### src/pkg/rx_echo_pkg.sv
// shared constants and carrier types for the receive/echo channel
package rx_echo_pkg;
    // oversampling: one bit time is this many sample ticks
    localparam int unsigned OVERSAMPLE = 16;
    localparam logic [3:0] MID_SAMPLE = 4'h7;     // bit centre
    localparam logic [3:0] STOP_FLAG_POINT = 4'h8; // ninth sample of the stop bit
    localparam logic [3:0] HALF_BIT = 4'h8;       // echo delay in ticks
    localparam logic [7:0] RESET_BYTE = 8'h00;
    localparam logic [1:0] RESET_LEN_SEL = 2'h3;  // 8 data bits
    localparam logic [1:0] PAR_NONE = 2'h0;

    // format control: word length 5..8 (code 0..3), parity check mode
    typedef struct packed {
        logic [1:0] len_sel;     // 0:5 bits .. 3:8 bits
        logic parity_en;         // a parity position follows the data
        logic [1:0] parity_mode; // 0 odd, 1 even, 2 mark, 3 space
        logic par_shows_bit;     // aux bit 0: report received parity bit
    } rx_cfg_t;

    // status seen by the host
    typedef struct packed {
        logic word_ready;
        logic overrun;
        logic parity_status;
        logic framing_err;
        logic break_seen;
        logic sleeping;
    } rx_status_t;

    // one finished frame from the receive engine
    typedef struct packed {
        logic [7:0] data;
        logic par_bit;
        logic par_bad;
        logic stop_bad;
        logic is_break;
    } rx_frame_t;
endpackage : rx_echo_pkg

### src/rtl/echo_delay.sv
// half-bit delay line used to retransmit received bits in echo mode
`timescale 1ns/1ps
`default_nettype none
module echo_delay (
    input wire logic CORE_CLK,
    input wire logic RESET_N,
    input wire logic tick,
    input wire logic din,
    output logic dout
);
    logic [7:0] line_r;

    // eight sample ticks of history equal half a bit time
    always_ff @(posedge CORE_CLK) begin
        if (!RESET_N) begin
            line_r <= 8'hFF;
        end else if (tick) begin
            line_r <= {line_r[6:0], din};
        end
    end

    assign dout = line_r[7];
endmodule : echo_delay
`default_nettype wire

### src/rtl/rx_status_echo.sv
// receive status, compare/sleep and echo logic of one serial channel
// Notes on behaviour
// - in echo mode transmit line repeats receive line half a bit later
// - echo begins only once the transmitter has reached underrun
// - echo suppresses the underrun flag and the forced mark level
// - normally, missing next word holds line at mark and flags underrun
// - word-ready flag rises near nine-sixteenths through the stop bit
// - overrun sets flag, keeps unread word, drops new and later words
// - reading the data register after overrun resumes normal reception
// - break sets break flag, no word-ready, waits for stop bit
// - missing stop bit sets framing error together with word-ready
// - framing error reflects only the most recent word
// - parity status shows error, or received parity bit when aux bit set
// - with parity checking, wrong parity sets status with word-ready
// - in multidrop, parity position one marks address, zero marks data
// - with aux bit set, status bit is one for address frames
// - writing the compare value puts the channel to sleep
// - matching character wakes channel and is not itself flagged
// - the character after the match sets word-ready
`timescale 1ns/1ps
`default_nettype none
module rx_status_echo (
    input wire logic CORE_CLK,
    input wire logic RESET_N,
    input wire logic SAMPLE_TICK,
    input wire logic RX_PIN,
    input wire logic TX_SERIAL,
    input wire logic TX_UNDERRUN,
    input wire logic ECHO_EN,
    input wire rx_echo_pkg::rx_cfg_t CFG,
    input wire logic DATA_RD,
    input wire logic CMP_WR,
    input wire logic [7:0] CMP_DATA,
    output logic TX_PIN,
    output logic [7:0] RX_DATA,
    output rx_echo_pkg::rx_status_t STATUS,
    output logic TX_UNDERRUN_FLAG
);
    typedef enum logic [2:0] {IDLE, START, DATA, PARITY, TAIL, STOP, BREAK_WAIT} rx_state_t;

    logic rx_s;
    logic echo_bit;
    rx_state_t state_r;
    logic [3:0] tick_cnt_r;
    logic [2:0] bit_idx_r;
    logic [7:0] shift_r;
    logic par_bit_r;
    logic stop_bad;
    logic frame_done;
    logic echo_live_r;
    logic [7:0] rx_holding_reg;
    logic rx_word_ready_flag;
    logic overrun_r;
    logic parity_status_bit;
    logic framing_r;
    logic break_r;
    logic sleep_r;
    logic [7:0] cmp_r;
    logic [7:0] word;
    logic par_bad;
    logic take_word;
    logic mid;
    logic stop_point;

    // returns the number of data bits minus one for the chosen length
    function automatic logic [2:0] last_bit(input logic [1:0] sel);
        last_bit = 3'h4 + {1'b0, sel};
    endfunction : last_bit

    // expected parity for the check modes, over the bits actually received
    function automatic logic want_par(input logic [7:0] d, input logic [1:0] m);
        case (m)
            2'h0: want_par = ~(^d);
            2'h1: want_par = ^d;
            2'h2: want_par = 1'b1;
            default: want_par = 1'b0;
        endcase
    endfunction : want_par

    rx_sync2 u_rx_sync (
        .CORE_CLK(CORE_CLK),
        .RESET_N(RESET_N),
        .d(RX_PIN),
        .q(rx_s)
    );

    echo_delay u_echo (
        .CORE_CLK(CORE_CLK),
        .RESET_N(RESET_N),
        .tick(SAMPLE_TICK),
        .din(rx_s),
        .dout(echo_bit)
    );

    assign mid = SAMPLE_TICK && (tick_cnt_r == rx_echo_pkg::MID_SAMPLE);
    assign stop_point = SAMPLE_TICK && (tick_cnt_r == rx_echo_pkg::STOP_FLAG_POINT);
    assign stop_bad = ~rx_s;

    // receive engine: start detect, data, optional parity, stop sampling
    always_ff @(posedge CORE_CLK) begin
        if (!RESET_N) begin
            state_r <= IDLE;
            tick_cnt_r <= 4'h0;
            bit_idx_r <= 3'h0;
            shift_r <= rx_echo_pkg::RESET_BYTE;
            par_bit_r <= 1'b0;
        end else if (SAMPLE_TICK) begin
            tick_cnt_r <= tick_cnt_r + 4'h1;
            case (state_r)
                IDLE: begin
                    tick_cnt_r <= 4'h0;
                    if (!rx_s) begin
                        state_r <= START;
                    end
                end
                START: begin
                    if (tick_cnt_r == rx_echo_pkg::MID_SAMPLE) begin
                        // a glitch shorter than half a bit is not a start
                        state_r <= rx_s ? IDLE : DATA;
                        tick_cnt_r <= rx_s ? 4'h0 : 4'h8;
                        bit_idx_r <= 3'h0;
                        shift_r <= rx_echo_pkg::RESET_BYTE;
                        par_bit_r <= 1'b0; // no stale parity bit in the break test
                    end
                end
                DATA: begin
                    if (tick_cnt_r == rx_echo_pkg::MID_SAMPLE) begin
                        shift_r[bit_idx_r] <= rx_s;
                        bit_idx_r <= bit_idx_r + 3'h1;
                        if (bit_idx_r == last_bit(CFG.len_sel)) begin
                            state_r <= CFG.parity_en ? PARITY : TAIL;
                        end
                    end
                end
                PARITY: begin
                    if (tick_cnt_r == rx_echo_pkg::MID_SAMPLE) begin
                        par_bit_r <= rx_s;
                        state_r <= TAIL;
                    end
                end
                TAIL: begin
                    // run out the last bit so the stop bit is judged in its own time
                    if (&tick_cnt_r) begin
                        state_r <= STOP;
                    end
                end
                STOP: begin
                    // the stop bit is judged at its ninth sample
                    if (tick_cnt_r == rx_echo_pkg::STOP_FLAG_POINT) begin
                        // any low stop waits for mark, so it is never taken as a start
                        state_r <= stop_bad ? BREAK_WAIT : IDLE;
                    end
                end
                BREAK_WAIT: begin
                    tick_cnt_r <= 4'h0;
                    if (rx_s) begin
                        state_r <= IDLE;
                    end
                end
                default: state_r <= IDLE;
            endcase
        end
    end

    assign word = shift_r;
    assign par_bad = CFG.parity_en && (par_bit_r != want_par(word, CFG.parity_mode));
    assign frame_done = stop_point && (state_r == STOP);
    // a break is an all-space frame including the stop position
    assign take_word = frame_done && !(stop_bad && word == 8'h00 && !par_bit_r);

    // sleep mode: armed by a compare write, released by a matching word
    always_ff @(posedge CORE_CLK) begin
        if (!RESET_N) begin
            sleep_r <= 1'b0;
            cmp_r <= rx_echo_pkg::RESET_BYTE;
        end else if (CMP_WR) begin
            sleep_r <= 1'b1;
            cmp_r <= CMP_DATA;
        end else if (take_word && sleep_r && word == cmp_r) begin
            sleep_r <= 1'b0;
        end
    end

    // holding register and ready/overrun; a new word beats a same-cycle read
    always_ff @(posedge CORE_CLK) begin
        if (!RESET_N) begin
            rx_holding_reg <= rx_echo_pkg::RESET_BYTE;
            rx_word_ready_flag <= 1'b0;
            overrun_r <= 1'b0;
        end else if (take_word && !sleep_r) begin
            if (rx_word_ready_flag && !DATA_RD) begin
                overrun_r <= 1'b1;
            end else if (!overrun_r || DATA_RD) begin
                rx_holding_reg <= word;
                rx_word_ready_flag <= 1'b1;
                overrun_r <= 1'b0;
            end
        end else if (DATA_RD) begin
            rx_word_ready_flag <= 1'b0;
            overrun_r <= 1'b0;
        end
        // a compare write drops the flag so nothing stands ready while asleep
        if (RESET_N && CMP_WR) begin
            rx_word_ready_flag <= 1'b0;
        end
    end

    // per-word error status updated exactly when a word is flagged
    always_ff @(posedge CORE_CLK) begin
        if (!RESET_N) begin
            framing_r <= 1'b0;
            parity_status_bit <= 1'b0;
        end else if (take_word && !sleep_r && !(rx_word_ready_flag && !DATA_RD) &&
                (!overrun_r || DATA_RD)) begin
            framing_r <= stop_bad;
            // aux bit selects error report or raw address/data marker
            parity_status_bit <= CFG.par_shows_bit ? (CFG.parity_en && par_bit_r) :
                par_bad;
        end
    end

    // break status stays until the host reads data
    always_ff @(posedge CORE_CLK) begin
        if (!RESET_N) begin
            break_r <= 1'b0;
        end else if (frame_done && !take_word) begin
            break_r <= 1'b1;
        end else if (DATA_RD) begin
            break_r <= 1'b0;
        end
    end

    // echo goes live only after the transmitter has underrun
    always_ff @(posedge CORE_CLK) begin
        if (!RESET_N) begin
            echo_live_r <= 1'b0;
        end else if (!ECHO_EN) begin
            echo_live_r <= 1'b0;
        end else if (TX_UNDERRUN) begin
            echo_live_r <= 1'b1;
        end
    end

    // transmit pin: echo, forced mark on normal underrun, else serialiser
    always_ff @(posedge CORE_CLK) begin
        if (!RESET_N) begin
            TX_PIN <= 1'b1;
            TX_UNDERRUN_FLAG <= 1'b0;
        end else if (echo_live_r) begin
            TX_PIN <= echo_bit;
            TX_UNDERRUN_FLAG <= 1'b0;
        end else if (TX_UNDERRUN && !ECHO_EN) begin
            TX_PIN <= 1'b1;
            TX_UNDERRUN_FLAG <= 1'b1;
        end else begin
            TX_PIN <= TX_SERIAL;
            TX_UNDERRUN_FLAG <= 1'b0;
        end
    end

    assign RX_DATA = rx_holding_reg;
    assign STATUS = '{word_ready: rx_word_ready_flag, overrun: overrun_r,
                      parity_status: parity_status_bit, framing_err: framing_r,
                      break_seen: break_r, sleeping: sleep_r};

    a_sleep_no_ready: assert property (@(posedge CORE_CLK) disable iff (!RESET_N)
        sleep_r && $past(sleep_r) && !$past(CMP_WR) |-> !$rose(rx_word_ready_flag))
        else $error("word flagged while asleep");
    a_sleep_ready_low: assert property (@(posedge CORE_CLK) disable iff (!RESET_N)
        sleep_r |-> !rx_word_ready_flag)
        else $error("ready flag high while asleep");
    a_read_clears: assert property (@(posedge CORE_CLK) disable iff (!RESET_N)
        DATA_RD && !take_word |=> !rx_word_ready_flag)
        else $error("read left ready set");
    a_overrun_keeps: assert property (@(posedge CORE_CLK) disable iff (!RESET_N)
        overrun_r && !DATA_RD |=> $stable(rx_holding_reg))
        else $error("holding word changed in overrun");
    a_overrun_sets: assert property (@(posedge CORE_CLK) disable iff (!RESET_N)
        take_word && !sleep_r && rx_word_ready_flag && !DATA_RD |=> overrun_r)
        else $error("overrun missed");
    a_overrun_clear: assert property (@(posedge CORE_CLK) disable iff (!RESET_N)
        overrun_r && DATA_RD && !take_word |=> !overrun_r)
        else $error("overrun not cleared by read");
    a_ready_at_stop: assert property (@(posedge CORE_CLK) disable iff (!RESET_N)
        $rose(rx_word_ready_flag) |-> $past(frame_done))
        else $error("ready outside stop point");
    a_frame_err: assert property (@(posedge CORE_CLK) disable iff (!RESET_N)
        $rose(rx_word_ready_flag) |-> framing_r == $past(stop_bad))
        else $error("framing error not per word");
    a_break_noready: assert property (@(posedge CORE_CLK) disable iff (!RESET_N)
        frame_done && !take_word |=> break_r && state_r == BREAK_WAIT)
        else $error("break handling wrong");
    a_cmp_sleeps: assert property (@(posedge CORE_CLK) disable iff (!RESET_N)
        CMP_WR |=> sleep_r)
        else $error("compare write did not sleep");
    a_echo_gate: assert property (@(posedge CORE_CLK) disable iff (!RESET_N)
        ECHO_EN && !echo_live_r && !TX_UNDERRUN |=> !echo_live_r)
        else $error("echo started before underrun");
    a_echo_noflag: assert property (@(posedge CORE_CLK) disable iff (!RESET_N)
        echo_live_r |=> !TX_UNDERRUN_FLAG)
        else $error("underrun flagged during echo");

    c_word: cover property (@(posedge CORE_CLK) $rose(rx_word_ready_flag));
    c_overrun: cover property (@(posedge CORE_CLK) $rose(overrun_r));
    c_wake: cover property (@(posedge CORE_CLK) $fell(sleep_r));
    c_echo: cover property (@(posedge CORE_CLK) $rose(echo_live_r));
endmodule : rx_status_echo
`default_nettype wire

### src/rtl/rx_sync2.sv
// two-stage synchroniser for pins entering the core clock domain
`timescale 1ns/1ps
`default_nettype none
module rx_sync2 (
    input wire logic CORE_CLK,
    input wire logic RESET_N,
    input wire logic d,
    output logic q
);
    logic meta_r;

    // first stage feeds only the second; idle line level is mark
    always_ff @(posedge CORE_CLK) begin
        if (!RESET_N) begin
            meta_r <= 1'b1;
            q <= 1'b1;
        end else begin
            meta_r <= d;
            q <= meta_r;
        end
    end
endmodule : rx_sync2
`default_nettype wire
### config.mk
export PLATFORM = sky130hd
export DESIGN_NAME = rx_status_echo
export DESIGN_NICKNAME = d
export VERILOG_FILES = /design/src/pkg/rx_echo_pkg.sv /design/src/rtl/echo_delay.sv /design/src/rtl/rx_status_echo.sv /design/src/rtl/rx_sync2.sv
export SDC_FILE = /design/constraint.sdc
export NUM_CORES = 1
export LEC_CHECK = 0
export BUFFER_PORTS_ARGS = -buffer_cell sky130_fd_sc_hd__clkbuf_2
export CAP_MARGIN = 20
export CORE_ASPECT_RATIO = 0.7
export CORE_MARGIN = 2
export CORE_UTILIZATION = 57
export DETAILED_ROUTE_END_ITERATION = 7
export GPL_ROUTABILITY_DRIVEN = 0
export PLACE_DENSITY_LB_ADDON = 0.15
export SLEW_MARGIN = 20
export SYNTH_ARGS = -nofsm -noshare
export SYNTH_HDL_FRONTEND = slang
export SYNTH_SLANG_ARGS = --single-unit
### constraint.sdc
create_clock -name CORE_CLK -period 2.45 [get_ports CORE_CLK]
set_input_delay 0 -clock CORE_CLK [delete_from_list [all_inputs] [get_ports CORE_CLK]]
set_output_delay 0 -clock CORE_CLK [all_outputs]
set_load 0.005 [all_outputs]
== Word level (Yosys, flattened, before mapping) ==
Index checks and enable logic that the tools add are counted.

* Bits in registers: 54
* Latch bits: 0
* Bits in writable memories: 0
* Memory bits (read-only): 0
* Input port bits: 23
* Output and inout bits: 16
* Logic and storage cells: 140
* Memories: 0

* Add/sub/neg operators: 3
* Multiply operators: 0
* Div/mod/pow operators: 0
* $lt $le $gt $ge: 2
* Eq/ne operators: 24
* Shifts and indexed selects: 0
* Multiplexer cells: 42
* Bitwise logic cells: 4
* Reductions and logical operators: 46

{| class="wikitable"
|+ Operator list
! kind !! number
|-
| 3-bit two-way mux || 12
|-
| 3-bit case mux with 7 select lines || 1
|-
| 1-bit logical AND || 17
|-
| 1-bit two-way mux || 17
|-
| 8-bit two-way mux || 2
|-
| 2-bit inequality test, second input constant || 8
|-
| 8-bit case mux with 2 select lines || 1
|-
| 4-bit AND reduction || 3
|-
| 2-bit nonzero test || 5
|-
| 3-bit == test, second input constant || 3
|-
| 9-bit AND reduction || 1
|-
| 8-bit bitwise mux || 1
|-
| 8-bit == test || 1
|-
| 1-bit zero test || 8
|-
| 8-bit zero test || 1
|-
| 4-bit two-way mux || 2
|-
| 4-bit case mux with 2 select lines || 1
|-
| 8-bit parity || 1
|-
| 3-bit by 2-bit == test with 1-bit output, second input constant || 2
|-
| 3-bit case mux with 2 select lines || 1
|-
| 3-bit AND reduction || 2
|-
| 2-bit OR reduction || 3
|-
| 4-bit by 1-bit adder with 4-bit output, second input constant || 1
|-
| 4-bit by 3-bit == test with 1-bit output, second input constant || 1
|-
| 21 further kinds || 26
|}

== Logic depth before layout (Yosys ltp) ==
Gate-level depths: netlist (run 1).

* Depth after elaboration: 9
* Mapped depth: 8
* Depth with buffers taken out: 7

== Hierarchy ==
A second synthesis (run 1) with hierarchy kept.

* Cells, all modules: 303
* Area, all modules: 2658.8 sq um

{| class="wikitable"
|+ By module, submodules not included
! module !! times used !! cells an instance !! area each (sq um) !! sequential area each (sq um)
|-
| rx_status_echo || 1 || 273 || 2321.0 || 880.8
|-
| echo_delay || 1 || 26 || 285.3 || 160.2
|-
| rx_sync2 || 1 || 4 || 52.6 || 40.0
|}

== Worst setup path before layout (run 1) ==
Ideal clock, no wire load.

* Path kind: register to register
* From: register shift_r[0]
* To: register parity_status_bit
* Library setup time: 0.093 ns
* Data arrival time: 1.900 ns
* Data required time: 2.357 ns
* Path slack: 0.457 ns
* Cell stages (with the launch flop): 8
* Path buffers: 0
* Clock period less this slack: 1.993 ns
* Path through: dfxtp_1 inv_1 ha_1 and4_1 a2111oi_4 o21ai_2 or4_1 o311ai_2

* Cells in the longest elaborated chain, start to end: 8
* Elaborated cells on any way between the ends: 14
* Those cells by class: eq/ne (1); mux (2); bitwise (1); reduce/logical (10)

{| class="wikitable"
|+ RTL lines
! item !! line !! source
|-
| from (decl) || rx_status_echo.sv:46 || <nowiki>logic [7:0] shift_r;</nowiki>
|-
| from (signal assigned) || rx_status_echo.sv:105 || <nowiki>shift_r <= rx_echo_pkg::RESET_BYTE;</nowiki>
|-
| from (signal assigned) || rx_status_echo.sv:122 || <nowiki>shift_r <= rx_echo_pkg::RESET_BYTE;</nowiki>
|-
| from (signal, indexed assignment) || rx_status_echo.sv:128 || <nowiki>shift_r[bit_idx_r] <= rx_s;</nowiki>
|-
| branches (longest 8 deep; another with 8-bit parity) || n/a ||
|-
| to (signal assigned) || rx_status_echo.sv:217 || <nowiki>parity_status_bit <= CFG.par_shows_bit ? (CFG.parity_en && par_bit_r) :</nowiki>
|-
| to (decl) || rx_status_echo.sv:54 || <nowiki>logic parity_status_bit;</nowiki>
|}

Parallel ways; which one is timed is not known.
A chain may end at the register's enable or synchronous reset.

== Final worst setup path (run 1) ==
* From: register shift_r[6]
* To: register parity_status_bit

Same word-level chain as after synthesis.

==> flow_metrics.env, run 1 <==
export IMPL_grt_pass1_vias=1919
export IMPL_comb_power_share=0.257
export IMPL_startpoint_type="flip-flop"
export IMPL_dr_pass1_iters=4
export IMPL_cts_clk_slew_worst_paths_ps=100
export IMPL_cts_max_path_buffers=2
export IMPL_grt_pass1_wl_mm=9.60
export IMPL_viasPerCell=5.50
export IMPL_worst_pin_slew_ps=562
export IMPL_max_freq_mhz=465
export IMPL_most_common_layout_cells="dfxtp_1, nor2_1, clkbuf_2"
export IMPL_synthCells=315
export IMPL_slew_viol_final=0
export IMPL_die_area_sq_um=5360
export IMPL_pwr_share_seq=0.480
export IMPL_netlist_cell_type_count=55
export IMPL_die_y_um=61.9
export IMPL_cts_tree="done"
export IMPL_crit_slowest_cell="or4_1"
export IMPL_grtUsageMet1=0.352
export IMPL_wirelength_mm=5.91
export IMPL_nets=387
export IMPL_p_clk_frac=0.263
export IMPL_synth_area_sq_um=2730
export IMPL_synth_main_ff_cell="dfxtp_1"
export IMPL_htreeDepth=2
export IMPL_status="finished, final reports clean"
export IMPL_min_delay_start="CFG[3]"
export IMPL_slew_headroom=0.621
export IMPL_path_class="reg2reg"
export IMPL_drive_gt1_frac=0.168
export IMPL_worst_r2r_cell_count=7
export IMPL_ios=39
export IMPL_vdd_drop_max_mv=0.344
export IMPL_synth_warnings=0
export IMPL_final_hold_violation_count=0
export IMPL_drc=0
export IMPL_finalCritPeriodShare=0.878
export IMPL_fillCellCount=375
export IMPL_area_growth_synth_to_final_pct=16.0
export IMPL_ant_nets=0
export IMPL_intPower_mw=1.36
export IMPL_finalSetupViolCount=0
export IMPL_endpoint_kind="flip-flop"
export IMPL_synthArstFlopShare=0
export IMPL_ctsRootBufferMaster="clkbuf_8"
export IMPL_wl_per_cell_um=14.2
export IMPL_fin_setup_tns_ps=0
export IMPL_holdPathStages=4
export IMPL_antenna_found_initial=0
export IMPL_final_common_cell="dfxtp_1"
export IMPL_cts_sink_count=54
export IMPL_core_area_sq_um=4700
export IMPL_cp_slowest_stage_delay_ps=430
export IMPL_placementRows=21
export IMPL_cts_buffers=5
export IMPL_p_leak_nw=1.36
export IMPL_rsz0062_at_grt="no"
export IMPL_clkLatencyLatePin_ps=300
export IMPL_rr_startpoint="shift_r[6]$_SDFFE_PN0P_"
export IMPL_hpwl_mm=4.17
export IMPL_final_cells=415
export IMPL_fin_hold_ws_ps=120
export IMPL_yosysSeqAreaShare=0.396
export IMPL_max_cap_violations=0
export IMPL_path_cells="inv_1, ha_1, and4_1, a2111oi_4, o21ai_2, or4_1, o311ai_2"
export IMPL_fin_crit_ps=2150
export IMPL_cp_required_ps=2670
export IMPL_cts_setup_buffers=0
export IMPL_crit_fanout=4
export IMPL_synth_edf_count=0
export IMPL_power_switching_uw=621
export IMPL_drtIter0Drc=172
export IMPL_synth_nets=345
export IMPL_synth_avg_cell_area_sq_um=8.66
export IMPL_top_usage_layer="met1"
export IMPL_clock_skew_final_ps=7.43
export IMPL_grt_total_usage=0.231
export IMPL_use_met2=0.334
export IMPL_die_w_um=86.7
export IMPL_start_util=0.580
export IMPL_r2r_slack_ps=300
export IMPL_grt_start_max_net_pins=34
export IMPL_p_per_area_nw_per_um2=626
export IMPL_grtUsageMet3=0.0462
export IMPL_arrival_ps=2370
export IMPL_vias=2283
export IMPL_dp_cells=392
export IMPL_sw_frac_of_total=0.314
export IMPL_min_path_type="in2reg"
export IMPL_reg2reg_to="parity_status_bit$_SDFFE_PN0P_"
export IMPL_numPortBuffers=38
export IMPL_insertedDiodeCount=0
export IMPL_hold_end="parity_status_bit$_SDFFE_PN0P_"
export IMPL_synth_seq_cells=54
export IMPL_grt_overflow_total=0
## registers in the layout, indices dropped and copies added, names as in the netlist
register            flops
break_r                 1
echo_live_r             1
parity_status_bit       1
u_rx_sync.meta_r        1
framing_r               1
sleep_r                 1
tick_cnt_r              4
rx_word_ready_flag      1
overrun_r               1
u_echo.line_r           8
par_bit_r               1
bit_idx_r               3
cmp_r                   8
TX_UNDERRUN_FLAG        1
TX_PIN                  1
state_r                 3
shift_r                 8
RX_DATA                 8
u_rx_sync.q             1
## power by group through the flow
stage | clock, mW | combinational, mW | sequential, mW
global route | 0.572 | 0.569 | 0.955
floorplan | 0 | 0.366 | 0.962
detailed placement | 0 | 0.477 | 0.970
global placement | 0 | 0.473 | 0.969
finish | 0.521 | 0.508 | 0.950
CTS | 0.535 | 0.499 | 0.950
## cells by family after synthesis
family | synth area share
AOI/OAI and AO/OA | 0.161
xor gates and xnor gates | 0.0417
adders and majority gates | 0.0321
buffers and inverters | 0.0674
DFF | 0.396
muxes | 0.0917
and+or+nand+nor | 0.209
## worst max-delay path: cells and delay by family (launching register included)
family / cells / cell delay (ps)
AOI/OAI and AO/OA: 3 / 720
adders and majority gates: 1 / 210
buffers and inverters: 1 / 60
DFF: 1 / 400
and+or+nand+nor: 2 / 680
## cell type report
class | count | area, sq um | area share
clock buffers | 6 | 82.6 | 0.0261
clock inverters | 2 | 12.5 | 0.00396
inverters | 18 | 67.6 | 0.0214
multi-input cells | 219 | 1460 | 0.462
flip-flops and latches | 54 | 1080 | 0.342
well taps | 57 | 71.3 | 0.0225
repair buffers | 59 | 385 | 0.122
## metal layers
| metal | wire, um | up-vias |
|---|---|---|
| met5 | 0 | - |
| met4 | 36 | 0 |
| met3 | 281 | 5 |
| met2 | 2440 | 57 |
| met1 | 3150 | 1051 |
| li1 | - | 1170 |
## per-stage QoR
step	util	cell area (sq um)	total power, mW	setup WS, ps
2_1_floorplan	-	2730	1.33	457
3_3_place_gp	0.620	2920	1.44	380
5_1_grt	0.673	3160	2.10	153
6_report	0.673	3160	1.98	299
3_5_place_dp	0.620	2920	1.45	314
4_1_cts	0.673	3160	1.98	293
## cells in the mapped netlist, drive strengths merged, types with 8 or more instances
cell type / instances / area share
dfxtp: 54 / 0.40
nor2: 38 / 0.052
mux2i: 25 / 0.092
nand2: 23 / 0.032
o21ai: 18 / 0.034
inv: 17 / 0.023
clkbuf: 16 / 0.022
a21oi: 15 / 0.028
nor3: 10 / 0.020
buf: 8 / 0.020
nand2b: 8 / 0.018
xor2: 8 / 0.026
## worst max path at each step
stage                                       start  cells past startpoint                        endpoint  slack, ps
after floorplan           shift_r[0]$_SDFFE_PN0P_                      7  parity_status_bit$_SDFFE_PN0P_        460
after global placement    shift_r[6]$_SDFFE_PN0P_                      7  parity_status_bit$_SDFFE_PN0P_        380
after detailed placement  shift_r[6]$_SDFFE_PN0P_                      7  parity_status_bit$_SDFFE_PN0P_        310
after CTS                 shift_r[6]$_SDFFE_PN0P_                      7  parity_status_bit$_SDFFE_PN0P_        290
after global routing      shift_r[0]$_SDFFE_PN0P_                      7  parity_status_bit$_SDFFE_PN0P_        150
final                     shift_r[6]$_SDFFE_PN0P_                      7  parity_status_bit$_SDFFE_PN0P_        300
## repair_timing
action	CTS	global route
resized for setup	0	0
hold endpoints to repair	14	0
hold buffers	15	0
Note: power is estimated with default switching activity, not from simulation.
==> inputs of run 2 (changes only) <==
--- a/config.mk
+++ b/config.mk
@@ -9,10 +9,10 @@
 export CAP_MARGIN = 20
 export CORE_ASPECT_RATIO = 0.7
 export CORE_MARGIN = 2
-export CORE_UTILIZATION = 57
+export CORE_UTILIZATION = 55
 export DETAILED_ROUTE_END_ITERATION = 7
 export GPL_ROUTABILITY_DRIVEN = 0
-export PLACE_DENSITY_LB_ADDON = 0.15
+export PLACE_DENSITY_LB_ADDON = 0.1
 export SLEW_MARGIN = 20
 export SYNTH_ARGS = -nofsm -noshare
 export SYNTH_HDL_FRONTEND = slang
==> flow_metrics.env, run 2 (same netlist as run 1, synthesis figures left out) <==
export IMPL_vdd_drop_max_mv=0.324
export IMPL_totalPowerFinal_mw=1.98
export IMPL_drtIter0Drc=127
export IMPL_r2r_slack_ps=280
export IMPL_max_cap_violations=0
export IMPL_htreeDepth=2
export IMPL_fin_ws_ps=284
export IMPL_cp_required_ps=2670
export IMPL_numPortBuffers=38
export IMPL_path_class="reg2reg"
export IMPL_dp_slack_ps=326
export IMPL_fin_crit_ps=2170
export IMPL_p_leak_nw=1.35
export IMPL_slew_viol_final=0
export IMPL_min_path_type="in2reg"
export IMPL_cts_resized=0
export IMPL_cts_sink_count=54
export IMPL_slew_headroom=0.606
export IMPL_wl_per_cell_um=14.0
export IMPL_clkLatencyLatePin_ps=300
export IMPL_most_common_layout_cells="dfxtp_1, nor2_1, clkbuf_2"
export IMPL_cts_clk_slew_worst_paths_ps=100
export IMPL_ctsRootBufferMaster="clkbuf_8"
export IMPL_cts_buffers=5
export IMPL_grt_start_max_net_pins=34
export IMPL_status="finished, final reports clean"
export IMPL_grt_overflow_total=0
export IMPL_fin_setup_tns_ps=0
export IMPL_grt_total_usage=0.234
export IMPL_postCtsHoldBufs=14
export IMPL_worst_pin_slew_ps=584
export IMPL_crit_fanout=4
export IMPL_cts_setup_buffers=0
export IMPL_die_y_um=62.9
export IMPL_finalCritPeriodShare=0.884
export IMPL_hpwl_mm=4.34
export IMPL_start_util=0.570
export IMPL_insertedDiodeCount=0
export IMPL_area_growth_synth_to_final_pct=16.1
export IMPL_antenna_found_initial=0
export IMPL_rsz0062_at_grt="no"
export IMPL_drc=0
export IMPL_cts_tree="done"
export IMPL_p_per_area_nw_per_um2=626
export IMPL_final_common_cell="dfxtp_1"
export IMPL_ant_nets=0
export IMPL_fillCellCount=409
export IMPL_max_freq_mhz=462
export IMPL_dp_cells=404
export IMPL_final_cells=426
export IMPL_die_area_sq_um=5550
export IMPL_arrival_ps=2380
export IMPL_clock_skew_final_ps=7.55
export IMPL_viasPerCell=5.28
export IMPL_core_area_sq_um=4780
export IMPL_drive_gt1_frac=0.168
export IMPL_grt_pass1_wl_mm=10.3
export IMPL_finalSetupViolCount=0
export IMPL_placementRows=21
export IMPL_die_w_um=88.2
export IMPL_grt_pass1_vias=2128
export IMPL_startpoint_type="flip-flop"
export IMPL_nets=386
export IMPL_fin_hold_ws_ps=4.50
export IMPL_endpoint_kind="flip-flop"
export IMPL_wirelength_mm=5.95
export IMPL_final_hold_violation_count=0
export IMPL_cts_max_path_buffers=2
export IMPL_dr_pass1_iters=4
export IMPL_ios=39
export IMPL_vias=2250
-- run 2: cell types whose count changed in the layout (fill, tap and decap cells not counted), sizes merged --
cell         before  now
dlygate4sd3      15   14
-- run 2: cell type report --
cell class / count / area [sq um] / area share
inverters: 18 / 67.6 / 0.0213
repair buffers: 58 / 375 / 0.118
flip-flops and latches: 54 / 1080 / 0.341
clock inverters: 2 / 12.5 / 0.00395
multi-input cells: 219 / 1460 / 0.462
well taps: 69 / 86.3 / 0.0273
clock buffers: 6 / 82.6 / 0.0261
-- run 2: metal layers --
layer	up-vias	wire, um	track usage
met4	0	40	0.0398
met2	40	2420	0.332
met3	4	225	0.0396
met5	-	0	0
li1	1171	-	-
met1	1035	3260	0.371
-- run 2: final timing paths --
kind                                from                             end  cells past startpoint
max              shift_r[6]$_SDFFE_PN0P_  parity_status_bit$_SDFFE_PN0P_                      7
min                              ECHO_EN     TX_UNDERRUN_FLAG$_SDFF_PP0_                      3
max reg2reg      shift_r[6]$_SDFFE_PN0P_  parity_status_bit$_SDFFE_PN0P_                      7
min reg2reg  u_rx_sync.meta_r$_SDFF_PN1_          u_rx_sync.q$_SDFF_PN1_                      1
-- run 2: critical path: stages (launching register included) --
cell,delay [ps]
dfxtp_1,400
inv_1,60
ha_1,210
and4_1,260
a2111oi_4,400
o21ai_2,100
or4_1,420
o311ai_2,220
-- run 2: where the power goes --
| group | switching, mW | internal (mW) |
|---|---|---|
| registers | 0.0312 | 0.920 |
| logic | 0.300 | 0.210 |
| clock network | 0.292 | 0.228 |
-- run 2: per-stage QoR --
stage | utilization | instance area [sq um]
2_1_floorplan | - | 2730
3_5_place_dp | 0.613 | 2930
6_report | 0.662 | 3170
5_1_grt | 0.662 | 3170
3_3_place_gp | 0.613 | 2930
4_1_cts | 0.662 | 3170
==> inputs of run 3 (changes only) <==
--- a/config.mk
+++ b/config.mk
@@ -12,7 +12,9 @@
 export CORE_UTILIZATION = 55
 export DETAILED_ROUTE_END_ITERATION = 7
 export GPL_ROUTABILITY_DRIVEN = 0
+export GPL_TIMING_DRIVEN = 0
 export PLACE_DENSITY_LB_ADDON = 0.1
+export SETUP_SLACK_MARGIN = 0.5
 export SLEW_MARGIN = 20
 export SYNTH_ARGS = -nofsm -noshare
 export SYNTH_HDL_FRONTEND = slang
==> flow_metrics.env, run 3 (same netlist as run 1, synthesis figures left out) <==
export IMPL_status="finished, final reports clean"
export IMPL_fin_util=0.715
export IMPL_path_class="reg2reg"
export IMPL_ant_nets=0
export IMPL_drive_gt1_frac=0.234
export IMPL_max_cap_violations=0
export IMPL_htreeDepth=2
export IMPL_p_leak_nw=1.47
export IMPL_clock_skew_final_ps=9.25
export IMPL_hpwl_mm=4.73
export IMPL_grt_start_max_net_pins=16
export IMPL_cts_clk_slew_worst_paths_ps=90
export IMPL_p_per_area_nw_per_um2=607
export IMPL_dr_pass1_iters=4
export IMPL_cts_tree="done"
export IMPL_arrival_ps=2260
export IMPL_crit_fanout=4
export IMPL_finalCritPeriodShare=0.834
export IMPL_wl_per_cell_um=14.8
export IMPL_grt_pass1_wl_mm=11.3
export IMPL_cts_max_path_buffers=2
export IMPL_core_area_sq_um=4780
export IMPL_cts_buffers=5
export IMPL_die_area_sq_um=5550
export IMPL_numPortBuffers=36
export IMPL_insertedDiodeCount=0
export IMPL_final_hold_violation_count=0
export IMPL_placementRows=21
export IMPL_die_w_um=88.2
export IMPL_area_growth_synth_to_final_pct=25.3
export IMPL_fin_crit_ps=2040
export IMPL_worst_pin_slew_ps=710
export IMPL_fin_setup_tns_ps=0
export IMPL_cp_required_ps=2670
export IMPL_cts_sink_count=54
export IMPL_grt_pass1_vias=2380
export IMPL_vias=2467
export IMPL_rsz0062_at_grt="yes"
export IMPL_startpoint_type="flip-flop"
export IMPL_grt_overflow_total=0
export IMPL_slew_headroom=0.526
export IMPL_nets=414
export IMPL_drc=0
export IMPL_totalPowerFinal_mw=2.07
export IMPL_die_y_um=62.9
export IMPL_grt_total_usage=0.263
export IMPL_fin_hold_ws_ps=79.0
export IMPL_vdd_drop_max_mv=0.387
export IMPL_ctsRootBufferMaster="clkbuf_8"
export IMPL_start_util=0.570
export IMPL_ios=39
export IMPL_wirelength_mm=6.70
export IMPL_slew_viol_final=0
export IMPL_max_freq_mhz=489
export IMPL_antenna_found_initial=0
export IMPL_final_common_cell="dfxtp_1"
export IMPL_most_common_layout_cells="dfxtp_1, clkbuf_2, nor2_1"
export IMPL_min_path_type="in2reg"
export IMPL_drtIter0Drc=187
export IMPL_clkLatencyLatePin_ps=310
export IMPL_fillCellCount=417
export IMPL_viasPerCell=5.43
export IMPL_endpoint_kind="flip-flop"
export IMPL_finalSetupViolCount=0
==> run 3: cell types whose count changed in the layout (fill, tap and decap cells not counted), sizes merged <==
cell         delta
clkbuf         +16
buf            +11
dlygate4sd3     +2
clkinv          -1
clkinvlp        -1
bufinv          +1
==> run 3: path summary, 6_finish.rpt <==
kind | cells after the start | to | slack, ps | startpoint
setup / recovery | 7 | parity_status_bit$_SDFFE_PN0P_ | 410 | shift_r[6]$_SDFFE_PN0P_
hold / removal | 3 | tick_cnt_r[3]$_SDFFE_PN0P_ | 80 | SAMPLE_TICK
setup reg to reg | 7 | parity_status_bit$_SDFFE_PN0P_ | 410 | shift_r[6]$_SDFFE_PN0P_
hold reg to reg | 1 | u_rx_sync.q$_SDFF_PN1_ | 420 | u_rx_sync.meta_r$_SDFF_PN1_
==> run 3: per-stage QoR <==
step | setup WS [ps] | area, sq um | instances
floorplan | 511 | 2730 | 315
global placement | 301 | 2990 | 420
detailed placement | 260 | 2990 | 420
CTS | 374 | 3370 | 452
global route | 338 | 3420 | 454
finish | 407 | 3420 | 454
==> run 3: metal layers <==
metal / wire length, um / GRT usage / vias to the layer above / share of wire
li1: - / - / 1231 / -
met1: 3240 / 0.378 / 1150 / 0.48
met2: 2910 / 0.398 / 78 / 0.43
met3: 484 / 0.0608 / 8 / 0.072
met4: 66 / 0.0625 / 0 / 0.0098
met5: 0 / 0 / - / 0
==> run 3: worst max-delay path, stage by stage, from the launching register on <==
cell	delay [ps]
dfxtp_4	360
inv_1	40
ha_1	200
and4_4	200
a2111oi_4	340
o21ai_2	150
or4_4	440
o311ai_2	220
==> run 3: where the power goes <==
part / internal [mW] / switching, mW / leakage, nW
Clock: 0.306 / 0.283 / 0.0524
Combinational: 0.212 / 0.320 / 0.967
Sequential: 0.915 / 0.0395 / 0.446
Total: 1.43 / 0.642 / 1.47
==> run 3: area by class of cell <==
cell class / count / area (sq um) / share of cell area
sequential: 54 / 1110 / 0.325
buffer: 24 / 121 / 0.0355
multi-input combinational: 219 / 1510 / 0.442
clock inverter: 1 / 30.0 / 0.00878
inverter: 18 / 67.6 / 0.0198
clock buffer: 7 / 76.3 / 0.0223
timing repair buffer: 62 / 415 / 0.122
tap: 69 / 86.3 / 0.0253
==> run 3: repair_timing <==
item,in CTS,in global routing
setup endpoints to repair,18,21
cloned,0,0
hold buffers,16,0
setup buffers,8,2
gates resized for setup,20,14
hold endpoints to repair,15,0
pin swaps,1,7
